## config.mk

```make
export PLATFORM = sky130hd
export DESIGN_NAME = cbg_glue
export DESIGN_NICKNAME = d
export VERILOG_FILES = /design/src/cbg_pkg.sv /design/src/cbg_glue.sv
export VERILOG_INCLUDE_DIRS = /design/src
export SDC_FILE = /design/constraint.sdc
export NUM_CORES = 1
export LEC_CHECK = 0
export BUFFER_PORTS_ARGS = -buffer_cell sky130_fd_sc_hd__buf_2
export CAP_MARGIN = 40
export CORE_UTILIZATION = 45
export DETAILED_ROUTE_END_ITERATION = 6
export PLACE_DENSITY = 0.72
export SYNTH_ARGS = -nofsm -noshare
export SYNTH_HDL_FRONTEND = slang
export SYNTH_SLANG_ARGS = --single-unit
```

## constraint.sdc

```tcl
create_clock -name clk_in -period 1.7 [get_ports clk_in]
set_input_delay 0.51 -clock clk_in [delete_from_list [all_inputs] [get_ports clk_in]]
set_output_delay 0.51 -clock clk_in [all_outputs]
set_load 0.005 [all_outputs]
```

## src/cbg_defines.svh

```systemverilog
// Constants for the processor board glue logic.
// Assumes a 25 MHz oscillator on clk_in; included by its bare name.
//
// Behaviour
// - Processor clock: oscillator halved, two complementary phases
// - Selects decoded from the three address bits on addr_in
// - Exactly one select low per decoded address
// - Power-up holds processor system in reset
// - Watchdog resets processor unless firmware services it
// - Failing supply pulls the warning low and resets processor in the same cycle
// - Backup battery condition reported to processor
// - Logic supply status readable on parallel port line
// - Four analog channels through one converter, bus-readable
// - Interlock checks switch requests for forbidden combinations
// - Safe signal only when no forbidden combination
// - Interlock is hardware, independent of firmware
// - Selects and port outputs held in flip-flops
`ifndef CBG_DEFINES_SVH
`define CBG_DEFINES_SVH

`define CBG_CLK_KHZ      25000
`define CBG_POR_MS       200
`define CBG_WD_MS        1600
`define CBG_CNT_W        26
`define CBG_SEL_IDLE     8'hff
`define CBG_PORT_RST     8'h00
`define CBG_PORT_STAT_B  7
`define CBG_ADC_CHANS    4

`endif

```

## src/cbg_pkg.sv

```systemverilog
// Types for the processor board glue logic.
// Assumes cbg_defines.svh supplies all numeric constants.
package cbg_pkg;
	typedef enum logic {
		CBG_SUP_RESET,
		CBG_SUP_RUN
	} cbg_sup_state_type;
endpackage

```

## src/cbg_glue.sv

```systemverilog
// Processor board glue: clock divider, select decode, supervisor,
// parallel port latches, converter result store and safety interlock.
// Assumes all inputs synchronous to clk_in, the oscillator clock.
`include "cbg_defines.svh"
`timescale 1ns/1ps
`default_nettype none

module cbg_glue #(
	parameter int unsigned POR_CYCLES = `CBG_POR_MS * `CBG_CLK_KHZ,
	parameter int unsigned WD_CYCLES  = `CBG_WD_MS * `CBG_CLK_KHZ
) (
	input  wire logic       clk_in,
	input  wire logic       nrst_in,
	input  wire logic [2:0] addr_in,
	input  wire logic       mreq_n_in,
	input  wire logic       iorq_n_in,
	input  wire logic       wd_kick_in,
	input  wire logic       supply_fail_in,
	input  wire logic       batt_low_in,
	input  wire logic       logic_ok_in,
	input  wire logic       port_wr_in,
	input  wire logic       port_dir_sel_in,
	input  wire logic [7:0] port_wdata_in,
	input  wire logic [7:0] port_pins_in,
	input  wire logic       conv_valid_in,
	input  wire logic [7:0] conv_data_in,
	input  wire logic [1:0] adc_rd_chan_in,
	input  wire logic [3:0] foot_req_in,
	input  wire logic [3:0] finger_req_in,
	output logic            phi_out,
	output logic            phi_n_out,
	output logic [7:0]      sel_n_out,
	output logic            cpu_rst_n_out,
	output logic            pwr_warn_n_out,
	output logic            batt_low_out,
	output logic [7:0]      port_out,
	output logic [7:0]      port_oe_out,
	output logic [7:0]      port_rd_data_out,
	output logic [1:0]      conv_chan_out,
	output logic [7:0]      adc_rd_data_out,
	output logic [7:0]      act_out,
	output logic            safe_out
);

	localparam logic [`CBG_CNT_W-1:0] POR_LIM = `CBG_CNT_W'(POR_CYCLES - 1);
	localparam logic [`CBG_CNT_W-1:0] WD_LIM  = `CBG_CNT_W'(WD_CYCLES - 1);

	cbg_pkg::cbg_sup_state_type state_reg;
	cbg_pkg::cbg_sup_state_type state_next;
	logic [`CBG_CNT_W-1:0]      rst_cnt_reg;
	logic [`CBG_CNT_W-1:0]      wd_cnt_reg;
	logic                       kick_prev_reg;
	logic                       kick_seen;
	logic                       access;
	logic [7:0]                 req_all;
	logic                       req_ok;
	logic [7:0]                 adc_mem [`CBG_ADC_CHANS];

	assign access    = !mreq_n_in || !iorq_n_in;
	assign kick_seen = wd_kick_in != kick_prev_reg;
	assign req_all   = {finger_req_in, foot_req_in};
	// No two requests at once, counted in hardware
	assign req_ok    = $countones(req_all) <= 1;

	// Processor clock halved from the oscillator
	always_ff @(posedge clk_in or negedge nrst_in) begin
		if (!nrst_in) begin
			phi_out   <= 1'b0;
			phi_n_out <= 1'b1;
		end else begin
			phi_out   <= !phi_out;
			phi_n_out <= phi_out;
		end
	end

	// One-hot low selects, latched, only during an access
	always_ff @(posedge clk_in or negedge nrst_in) begin
		if (!nrst_in) begin
			sel_n_out <= `CBG_SEL_IDLE;
		end else if (access) begin
			sel_n_out <= ~(8'h01 << addr_in);
		end else begin
			sel_n_out <= `CBG_SEL_IDLE;
		end
	end

	// Supervisor state
	always_comb begin
		state_next = state_reg;
		unique case (state_reg)
			cbg_pkg::CBG_SUP_RESET: begin
				if (rst_cnt_reg == POR_LIM && !supply_fail_in) begin
					state_next = cbg_pkg::CBG_SUP_RUN;
				end
			end
			cbg_pkg::CBG_SUP_RUN: begin
				if (supply_fail_in || (wd_cnt_reg == WD_LIM && !kick_seen)) begin
					state_next = cbg_pkg::CBG_SUP_RESET;
				end
			end
		endcase
	end

	always_ff @(posedge clk_in or negedge nrst_in) begin
		if (!nrst_in) begin
			state_reg     <= cbg_pkg::CBG_SUP_RESET;
			cpu_rst_n_out <= 1'b0;
		end else begin
			state_reg     <= state_next;
			cpu_rst_n_out <= state_next == cbg_pkg::CBG_SUP_RUN;
		end
	end

	// Reset hold timer, restarted on every entry to reset
	always_ff @(posedge clk_in or negedge nrst_in) begin
		if (!nrst_in) begin
			rst_cnt_reg <= '0;
		end else if (state_reg != cbg_pkg::CBG_SUP_RESET || supply_fail_in) begin
			rst_cnt_reg <= '0;
		end else if (rst_cnt_reg != POR_LIM) begin
			rst_cnt_reg <= rst_cnt_reg + 1'b1;
		end
	end

	// Watchdog: any change on the kick input restarts the count
	always_ff @(posedge clk_in or negedge nrst_in) begin
		if (!nrst_in) begin
			wd_cnt_reg    <= '0;
			kick_prev_reg <= 1'b0;
		end else begin
			kick_prev_reg <= wd_kick_in;
			if (state_reg != cbg_pkg::CBG_SUP_RUN || kick_seen) begin
				wd_cnt_reg <= '0;
			end else if (wd_cnt_reg != WD_LIM) begin
				wd_cnt_reg <= wd_cnt_reg + 1'b1;
			end
		end
	end

	// Supply fail warning and battery report
	always_ff @(posedge clk_in or negedge nrst_in) begin
		if (!nrst_in) begin
			pwr_warn_n_out <= 1'b1;
			batt_low_out   <= 1'b0;
		end else begin
			pwr_warn_n_out <= !supply_fail_in;
			batt_low_out   <= batt_low_in;
		end
	end

	// Parallel port unit: data and direction latches
	always_ff @(posedge clk_in or negedge nrst_in) begin
		if (!nrst_in) begin
			port_out    <= `CBG_PORT_RST;
			port_oe_out <= `CBG_PORT_RST;
		end else if (port_wr_in && !port_dir_sel_in) begin
			port_out    <= port_wdata_in;
		end else if (port_wr_in && port_dir_sel_in) begin
			port_oe_out <= port_wdata_in;
		end
	end

	// Port read: inputs on undriven lines, top bit is logic supply status
	always_ff @(posedge clk_in or negedge nrst_in) begin
		if (!nrst_in) begin
			port_rd_data_out <= `CBG_PORT_RST;
		end else begin
			port_rd_data_out <= (port_pins_in & ~port_oe_out) | (port_out & port_oe_out);
			port_rd_data_out[`CBG_PORT_STAT_B] <= logic_ok_in;
		end
	end

	// Converter scans channels in turn; results kept per channel
	always_ff @(posedge clk_in or negedge nrst_in) begin
		if (!nrst_in) begin
			conv_chan_out <= 2'h0;
		end else if (conv_valid_in) begin
			conv_chan_out <= conv_chan_out + 2'h1;
		end
	end

	always_ff @(posedge clk_in) begin
		if (conv_valid_in) begin
			adc_mem[conv_chan_out] <= conv_data_in;
		end
	end

	always_ff @(posedge clk_in or negedge nrst_in) begin
		if (!nrst_in) begin
			adc_rd_data_out <= 8'h00;
		end else if (conv_valid_in && conv_chan_out == adc_rd_chan_in) begin
			adc_rd_data_out <= conv_data_in;
		end else begin
			adc_rd_data_out <= adc_mem[adc_rd_chan_in];
		end
	end

	// Interlock: forwarded requests with their qualifier
	always_ff @(posedge clk_in or negedge nrst_in) begin
		if (!nrst_in) begin
			act_out  <= 8'h00;
			safe_out <= 1'b0;
		end else begin
			act_out  <= req_all;
			safe_out <= req_ok && state_next == cbg_pkg::CBG_SUP_RUN;
		end
	end

	chk_phase_comp: assert property (@(posedge clk_in) disable iff (!nrst_in)
		phi_out != phi_n_out && (!$past(nrst_in) || phi_out != $past(phi_out)))
		else $error("clock phases not complementary halves");

	chk_sel_onehot: assert property (@(posedge clk_in) disable iff (!nrst_in)
		access |=> $countones(~sel_n_out) == 1 && !sel_n_out[$past(addr_in)])
		else $error("select not one-hot at the decoded address");

	chk_sel_idle: assert property (@(posedge clk_in) disable iff (!nrst_in)
		!access |=> sel_n_out == `CBG_SEL_IDLE)
		else $error("select active outside an access");

	chk_por_hold: assert property (@(posedge clk_in) disable iff (!nrst_in)
		$rose(cpu_rst_n_out) |-> $past(rst_cnt_reg) == POR_LIM)
		else $error("processor reset released early");

	chk_wd_expire: assert property (@(posedge clk_in) disable iff (!nrst_in)
		(state_reg == cbg_pkg::CBG_SUP_RUN && wd_cnt_reg == WD_LIM && !kick_seen)
		|=> !cpu_rst_n_out ##1 !cpu_rst_n_out)
		else $error("watchdog expiry did not reset processor");

	chk_pfail_warn: assert property (@(posedge clk_in) disable iff (!nrst_in)
		supply_fail_in |=> !pwr_warn_n_out && !cpu_rst_n_out)
		else $error("supply failure not flagged");

	chk_batt_report: assert property (@(posedge clk_in) disable iff (!nrst_in)
		!$past(nrst_in) || batt_low_out == $past(batt_low_in))
		else $error("battery condition not reported");

	chk_supply_bit: assert property (@(posedge clk_in) disable iff (!nrst_in)
		!$past(nrst_in) || port_rd_data_out[`CBG_PORT_STAT_B] == $past(logic_ok_in))
		else $error("logic supply status missing from port");

	chk_safe_forbid: assert property (@(posedge clk_in) disable iff (!nrst_in)
		($countones(req_all) > 1) |=> !safe_out)
		else $error("safe asserted with forbidden combination");

	chk_safe_reset: assert property (@(posedge clk_in) disable iff (!nrst_in)
		!cpu_rst_n_out |-> !safe_out)
		else $error("safe asserted during supervisor reset");

	chk_port_latch: assert property (@(posedge clk_in) disable iff (!nrst_in)
		(port_wr_in && !port_dir_sel_in) |=> port_out == $past(port_wdata_in))
		else $error("port output not latched");

	chk_port_hold: assert property (@(posedge clk_in) disable iff (!nrst_in)
		!(port_wr_in && !port_dir_sel_in) |=> $stable(port_out))
		else $error("port output changed without a write");

	chk_port_dir: assert property (@(posedge clk_in) disable iff (!nrst_in)
		(port_wr_in && port_dir_sel_in) |=> port_oe_out == $past(port_wdata_in))
		else $error("port direction not latched");

endmodule

`default_nettype wire

```

# == After elaboration in Yosys (flattened, before gate mapping) ==
# Memory sizes are Yosys's and may differ from the RTL's. A register that Yosys moved wholly into a read port is not among the register bits.
# Index checks and enable logic that the tools add are counted.
# classes
shifts,1
bitwise_logic,7
n_addsub,10
n_eq_ne,5
reduce_logical,19
muxes,10
order_cmp,1
mul,0
n_div,0
# ops
op,count
$mux W26,4
$add A26 B1 Y26 const B,2
$eq A26 B23 Y1 const B,1
$eq A26 B26 Y1 const B,1
$ne A26 B23 Y1 const B,1
$ne A26 B26 Y1 const B,1
$and A7 B7 Y7,2
$add A1 B1 Y2,4
$mux W8,1
$not A8 Y8,1
$shl A1 B3 Y8 const A,1
$logic_not A1 Y1,7
$not A7 Y7,1
$or A7 B7 Y7,1
$add A2 B2 Y3,2
$logic_and A1 B1 Y1,5
$add A3 B3 Y4,1
$le A4 B1 Y1 const B,1
$logic_or A1 B1 Y1,4
$mux W1,4
$reduce_bool A2 Y1,2
$add A2 B1 Y2 const B,1
$not A1 Y1,2
$pmux W1 S2,1
other kinds (2),2
# word_totals
inputBits,48
romBits,0
ram_bits,32
reg_bits,101
elab_cells,69
latchBits,0
memories,1
out_inout_bits,56
# memory_table
name,words,word_bits,read_ports,rd_clocked_by_memory_dff,wr,line_no,source
adc_mem,4,8,1,1,1,cbg_glue.sv:57,logic [7:0] adc_mem [`CBG_ADC_CHANS];

# == Depth between registers and ports, before layout ==
# Gate-level depths: netlist (run 1).
# depth
ltp_word,7
mapped_depth,11

# == Worst setup path before layout (run 1) ==
# Ideal clock, no wire load.
# synth_path
path_type,input port to flip-flop
startpoint,input port foot_req_in[0]
endpoint,register safe_out
cell_stages,10
slack_ns,-1.284
arrival_ns,2.898
cell_sequence,fa_1 > inv_1 > fa_1 > fa_1 > inv_1 > ha_1 > fa_1 > o21ai_0 > nand2b_1 > nor3_1
# synth_via
elab_chain_len,5
# synth_rtl
item,line_no,source
"start, declared",cbg_glue.sv:28,"input wire logic [3:0] foot_req_in,"
$add A1 B1 Y2 (not written as such),cbg_glue.sv:63,assign req_ok = $countones(req_all) <= 1;
$add A2 B2 Y3 (not written as such),cbg_glue.sv:63,
$add A3 B3 Y4 (not written as such),cbg_glue.sv:63,
$le A4 B1 Y1,cbg_glue.sv:63,
$logic_and A1 B1 Y1,cbg_glue.sv:205,safe_out <= req_ok && state_next == cbg_pkg::CBG_SUP_RUN;
"end signal, assigned",cbg_glue.sv:205,
"end, declared",cbg_glue.sv:42,output logic safe_out
# Every way passes these cells.
# A chain may end at the register's enable or synchronous reset.

# == Worst setup path in the final report (run 1) ==
# Ends and elaborated chain as after synthesis.

==> results_dict.tcl, run 1 <==
set metrics [dict create \
    cts_max_level 4 \
    largest_reg_flops 32 \
    gr-total-overflow 0 \
    cp.arrival_ns 3.06 \
    fin_crit_sh 1.625 \
    worstPathMaxFanout 2 \
    syn_area_um2 6081 \
    violations "setup timing" \
    holdWs_ns 0.03706 \
    synth_area_leaders "dfrtp_1 (41%), edfxtp_1 (16%), mux2_2 (5.7%)" \
    p_clk_frac 0.405 \
    p_seq_frac 0.474 \
    io_buffers 102 \
    share_comb_of_total_power 0.121 \
    synth_top_area_frac 0.4074 \
    fillCellCount 997 \
    antenna_found_initial 0 \
    gp_congestion 0.8106 \
    drt_iter0_markers 225 \
    p_leak_nw 3.459 \
    setup_tns_ns -4.247 \
    cts_root_buf "clkbuf_16" \
    min_period_ns 2.762 \
    viasPerCell 5.076 \
    skew_ns 0.008242 \
    routed-via-count 4315 \
    coreArea_um2 13190 \
    netlist_instances 479 \
    p_per_area_nw_per_um2 1023 \
    internal-power_mw 6.351 \
    drtPass1Iterations 5 \
    yosysSeqAreaShare 0.6086 \
    power.switching_mw 2.042 \
    drt_wl_total_mm 13.19 \
    avgSynthCellArea_um2 12.69 \
    dieArea_um2 13980 \
    hold_viol 0 \
    die_width_um 118.2 \
    cp.required_ns 2.00 \
    synth.net_count 540 \
    drcViolationCount 0 \
    synth-main-ff-cell "dfrtp_1" \
    numClockSinks 141 \
    finalSetupViolCount 19 \
    slew_headroom 0.6903 \
    maxCapViolCount 0 \
    max_freq_mhz 362.0 \
    synth_top_cells_by_count "dfrtp_1 (99), nor2_1 (47), edfxtp_1 (32), xnor2_1 (32), mux2_2 (31)" \
    cts_buffers 17 \
    initial_core_util 0.4610 \
    ys_types 46 \
    hold_buffers 0 \
    ys_warn_count 0 \
    synth_async_sr_flop_share 0.7730 \
    hpwlAfterDp_mm 8.748 \
    grt_pass1_wl_mm 21.55 \
    cts.path.max_buffers 2 \
    pin_count 104 \
    ys_ff_latch 141 \
    hold_path.class "input port to async pin" \
    n_antenna_cell 0 \
    sw_frac_of_total 0.2433 \
    yosysMostFrequentCell "dfrtp_1" \
    track_usage 0.1977 \
    fin_ws_ns -1.062 \
    synth_top_cell_by_area "dfrtp_1" \
    nets 722 \
    dieHeight_um 118.2 \
    peakVddDrop_uv 768.3 \
    startpoint_type "input port" \
    status "complete, but fails checks" \
    wire_per_inst_um 15.51 \
    first_global_vias 4508 \
    end_kind "flop" \
    path_clk_slew_ns 0.06 \
    rsz0062_at_grt "true" \
    critical_path_class "input port to flop" \
    cts_tree "yes" \
    clk_latency_ns 0.41 \
    synth_edf_count 32 \
    ant_nets 0 \
    grt_max_degree 37 \
    worst_pin_slew_ns 0.4646 \
    syn2layout_area_growth_pct 34.88 \
    drive_above_1_share 0.4585 \
    finalMaxSlewViolations 0 \
    rows 42 \
]
metal layers:
layer	wire (µm)	share of wire	up-vias	global-route usage
met3	384	0.029	25	0.05261
met4	220	0.017	0	0.06250
met2	7240	0.55	72	0.3540
met1	5341	0.41	2165	0.2297
li1	-	-	2053	-
met5	0	0	-	0
cell type report:
| class | count | area [µm²] | area share |
|---|---|---|---|
| sequential | 141 | 3704 | 0.4516 |
| multi-input combinational | 307 | 2512 | 0.3063 |
| timing repair buffer | 177 | 1155 | 0.1408 |
| clock buffer | 18 | 429.2 | 0.05233 |
| tap | 176 | 220.2 | 0.02685 |
| clock inverter | 14 | 117.6 | 0.01434 |
| inverter | 17 | 63.81 | 0.007780 |
path summary, 6_finish.rpt:
| check | endpoint | start | slack, ns | depth (start not counted) |
|---|---|---|---|---|
| setup reg to reg | state_reg$_DFF_PN0_ | wd_cnt_reg[19]$_DFFE_PN0P_ | -0.28 | 7 |
| min in group clk_in | port_rd_data_out[7]$_DFF_PN0_ | logic_ok_in | 0.21 | 1 |
| setup / recovery | safe_out$_DFF_PN0_ | foot_req_in[0] | -1.06 | 10 |
| max in group asynchronous | sel_n_out[7]$_DFF_PN1_ | nrst_in | 1.05 | 2 |
| hold reg to reg | phi_n_out$_DFF_PN1_ | phi_out$_DFF_PN0_ | 0.41 | 0 |
| hold / removal | port_oe_out[5]$_DFFE_PN0P_ | nrst_in | 0.04 | 1 |
what timing repair did:
item                       CTS  global route
gates cloned                 2             0
setup buffers                8             6
gates resized for setup     21            32
pin swaps                   24            16
setup endpoints to repair   22            35
through the flow:
stage | utilization | instances | total power, mW | setup slack (ns) | area [µm²]
after floorplan | - | 479 | 4.527 | -1.246 | 6115
after global placement | 0.5521 | 802 | 4.984 | -1.421 | 7282
after detailed placement | 0.5521 | 802 | 5.055 | -1.474 | 7282
after CTS | 0.6097 | 844 | 8.482 | -1.052 | 8041
after global routing | 0.6218 | 850 | 8.754 | -1.173 | 8202
final | 0.6218 | 850 | 8.393 | -1.062 | 8202
cells in the final DEF, fill, tap and decap left out, drive strengths merged, types with 16 or more instances in the layout:
cell type  synthesis  routed
a21oi             16      16
buf                2     176
clkbuf            13      19
dfrtp             99      99
edfxtp            32      32
inv               17      20
mux2              31      31
nand2             29      29
nand3             25      25
nor2              48      49
xnor2             32      32
power groups by stage:
stage / clock network [mW] / logic, mW / registers (mW)
floorplan: 0 / 0.496 / 4.03
global placement: 0 / 0.973 / 4.01
detailed placement: 0 / 1.01 / 4.04
global route: 3.60 / 1.14 / 4.01
finish: 3.40 / 1.02 / 3.98
CTS: 3.47 / 1.03 / 3.98
critical path, cell delays in order:
cell and delay [ns]:
buf_2 0.12, fa_1 0.54, inv_1 0.05, fa_1 0.46
fa_1 0.49, inv_1 0.05, ha_2 0.18, fa_2 0.51
nand2b_1 0.11, nor3_2 0.04
cells by family (layout without fill, tap and decap cells):
group / count (synthesis) / after routing / synth area share
flip-flops: 141 / 141 / 0.6086
adder cells (fa/ha/maj): 13 / 13 / 0.03169
multiplexers: 40 / 40 / 0.08868
buffers and inverters: 32 / 226 / 0.02140
XOR/XNOR: 44 / 44 / 0.06337
AO/OA/AOI/OAI: 34 / 34 / 0.03436
AND/OR/NAND/NOR: 175 / 176 / 0.1519
No activity file was read; power rests on OpenSTA's default activity.
==> inputs of run 2 (changes only) <==
--- a/config.mk
+++ b/config.mk
@@ -6,11 +6,12 @@
 export SDC_FILE = /design/constraint.sdc
 export NUM_CORES = 1
 export LEC_CHECK = 0
+export ABC_AREA = 1
 export BUFFER_PORTS_ARGS = -buffer_cell sky130_fd_sc_hd__buf_2
 export CAP_MARGIN = 40
 export CORE_UTILIZATION = 45
 export DETAILED_ROUTE_END_ITERATION = 6
-export PLACE_DENSITY = 0.72
+export PLACE_DENSITY = 0.71
 export SYNTH_ARGS = -nofsm -noshare
 export SYNTH_HDL_FRONTEND = slang
 export SYNTH_SLANG_ARGS = --single-unit
==> run 2 against run 1 <==
- the flow still finishes with violations (setup timing)
- power shrank 0.53%
- sequential share of layout area is 0.35 points higher
- cell count rose by 28%
- sequential power shrank 1%
- critical path depth grew 1
- area after synthesis grew 10%
- via count is 24% higher
- non-clock buffer count shrank 56
- register-to-register slack improved by 0.47 ns
- critical path type unchanged
- critical endpoint unchanged
==> results_dict.tcl, run 2 <==
set metrics [dict create \
    netlist_instances 763 \
    worstPathMaxFanout 2 \
    first_global_vias 5223 \
    ys_types 34 \
    cts_max_level 4 \
    antenna_found_initial 0 \
    share_comb_of_total_power 0.119 \
    p_seq_frac 0.472 \
    ff2ff_path_depth 8 \
    p_leak_nw 3.719 \
    fin_crit_sh 1.596 \
    place_inst 1054 \
    cts_tree "yes" \
    die_width_um 124.0 \
    drt_wl_total_mm 14.28 \
    track_usage 0.2072 \
    synth_top_area_frac 0.3697 \
    yosysSeqAreaShare 0.5523 \
    sw_frac_of_total 0.2489 \
    dieHeight_um 124.0 \
    rsz0062_at_grt "true" \
    regArea_um2 3701 \
    p_total_mw 8.349 \
    critPathSlowestCell "fa_1" \
    clk_latency_ns 0.42 \
    initial_core_util 0.4611 \
    hold_path.class "input port to flop" \
    syn_area_um2 6701 \
    synth_async_sr_flop_share 0.7730 \
    ant_nets 0 \
    peakVddDrop_uv 871.6 \
    maxCapViolCount 0 \
    max_freq_mhz 368.5 \
    cp.arrival_ns 3.06 \
    pin_count 104 \
    cts_root_buf "clkbuf_16" \
    power.switching_mw 2.078 \
    hold_depth 1 \
    routed-via-count 5357 \
    viasPerCell 4.928 \
    place_ws_ns -1.476 \
    multiInputGateArea_um2 2592 \
    min_period_ns 2.714 \
    finalSetupViolCount 1 \
    path_delay_family "adder cells" \
    ys_warn_count 0 \
    cts.path.max_buffers 2 \
    worst_pin_slew_ns 0.4795 \
    synth_edf_count 32 \
    synth_area_leaders "dfrtp_1 (37%), edfxtp_1 (14%), nand2_1 (9.4%)" \
    rows 44 \
    slew_headroom 0.6796 \
    drt_iter0_markers 379 \
    path_cells "buf_6 > fa_1 > inv_2 > fa_1 > fa_1 > inv_1 > ha_2 > fa_2 > a21oi_2 > nand2_1 > a21oi_1" \
    final_common_cell "nand2_1" \
    hold_viol 0 \
    grt_max_degree 42 \
    synth_top_cell_by_area "dfrtp_1" \
    drive_above_1_share 0.2303 \
    synth.net_count 824 \
    synth-main-ff-cell "dfrtp_1" \
    hpwlAfterDp_mm 10.36 \
    final_area_um2 8133 \
    fillCellCount 1287 \
    yosysMostFrequentCell "nand2_1" \
    min_to "batt_low_out$_DFF_PN0_" \
    wire_per_inst_um 13.14 \
    cpPeakStageDelay_ns 0.54 \
    gr-total-overflow 0 \
    gp_congestion 0.8936 \
    end_kind "flop" \
    path_clk_slew_ns 0.06 \
    largest_reg_flops 32 \
    fin_cells 1087 \
    crit_path_frequent_cell "fa_1" \
    io_buffers 102 \
    startpoint_type "input port" \
    drtPass1Iterations 5 \
    cp.required_ns 2.05 \
    critical_path_buf_inv_count 3 \
    synth_top_cells_by_count "nand2_1 (167), nor2_1 (134), dfrtp_1 (99), inv_1 (88), o21ai_0 (54)" \
    post-route-util 0.5596 \
    p_per_area_nw_per_um2 1027 \
    setup_tns_ns -1.014 \
    critical_path_class "input port to flop" \
    holdWs_ns 0.2013 \
    violations "setup timing" \
    ys_ff_latch 141 \
    dpl_cell_area_um2 7565 \
    finalMaxSlewViolations 0 \
    n_antenna_cell 0 \
    drcViolationCount 0 \
    layout_common_cells "nand2_1 (167), nor2_1 (134), buf_2 (100)" \
    syn2layout_area_growth_pct 21.36 \
    status "complete, but fails checks" \
    numClockSinks 141 \
    fin_ws_ns -1.014 \
    coreArea_um2 14530 \
    internal-power_mw 6.271 \
    cts_buffers 17 \
    avgSynthCellArea_um2 8.783 \
    timing.rr.end "safe_out$_DFF_PN0_" \
    nets 951 \
    rr_startpoint "wd_cnt_reg[1]$_DFFE_PN0P_" \
    worstHoldStart "batt_low_in" \
    skew_ns 0.008215 \
    p_clk_frac 0.409 \
    grt_pass1_wl_mm 24.26 \
    reg2reg_slack_ns 0.19 \
    dieArea_um2 15380 \
]
## run 2: logic make-up after synthesis
kind of cell / Yosys count / synth area share
XOR/XNOR: 17 / 0.02222
buffers and inverters: 106 / 0.06217
adder cells (fa/ha/maj): 13 / 0.02875
multiplexers: 7 / 0.01176
AND/OR/NAND/NOR: 391 / 0.2506
AO/OA/AOI/OAI: 88 / 0.07225
flip-flops: 141 / 0.5523
## run 2: worst max-delay path by stage
stage / start / end / cells past startpoint
global placement: foot_req_in[0] / safe_out$_DFF_PN0_ / 11
global route: foot_req_in[0] / safe_out$_DFF_PN0_ / 11
CTS: foot_req_in[0] / safe_out$_DFF_PN0_ / 11
floorplan: foot_req_in[0] / safe_out$_DFF_PN0_ / 10
detailed placement: foot_req_in[0] / safe_out$_DFF_PN0_ / 11
finish: foot_req_in[0] / safe_out$_DFF_PN0_ / 11
## run 2: routing by layer
| metal | wire length [µm] | vias up | track usage |
|---|---|---|---|
| met5 | 0 | - | 0 |
| met3 | 683 | 18 | 0.05540 |
| met4 | 264 | 0 | 0.08036 |
| li1 | - | 2701 | - |
| met1 | 6390 | 2496 | 0.2562 |
| met2 | 6946 | 142 | 0.3455 |
## run 2: power by group through the flow
stage / Combinational (mW) / Sequential, mW / Clock [mW]
finish: 0.994 / 3.94 / 3.42
global route: 1.16 / 3.98 / 3.64
CTS: 1.01 / 3.94 / 3.48
detailed placement: 0.993 / 4.00 / 0
global placement: 0.964 / 3.99 / 0
floorplan: 0.498 / 4.01 / 0
## run 2: area by class of cell
type	instances	area share
Timing Repair Buffer	121	0.08785
Tap cell	184	0.02831
Multi-Input combinational cell	516	0.3188
Sequential cell	141	0.4551
Clock inverter	10	0.01123
Inverter	93	0.04292
Clock buffer	22	0.05585
## run 2: what timing repair did
action	4_1_cts	5_1_grt
endpoints found under the hold margin	14	0
hold buffers	1	0
resized for setup	3	1
setup endpoints to repair	1	1
buffers inserted	0	0
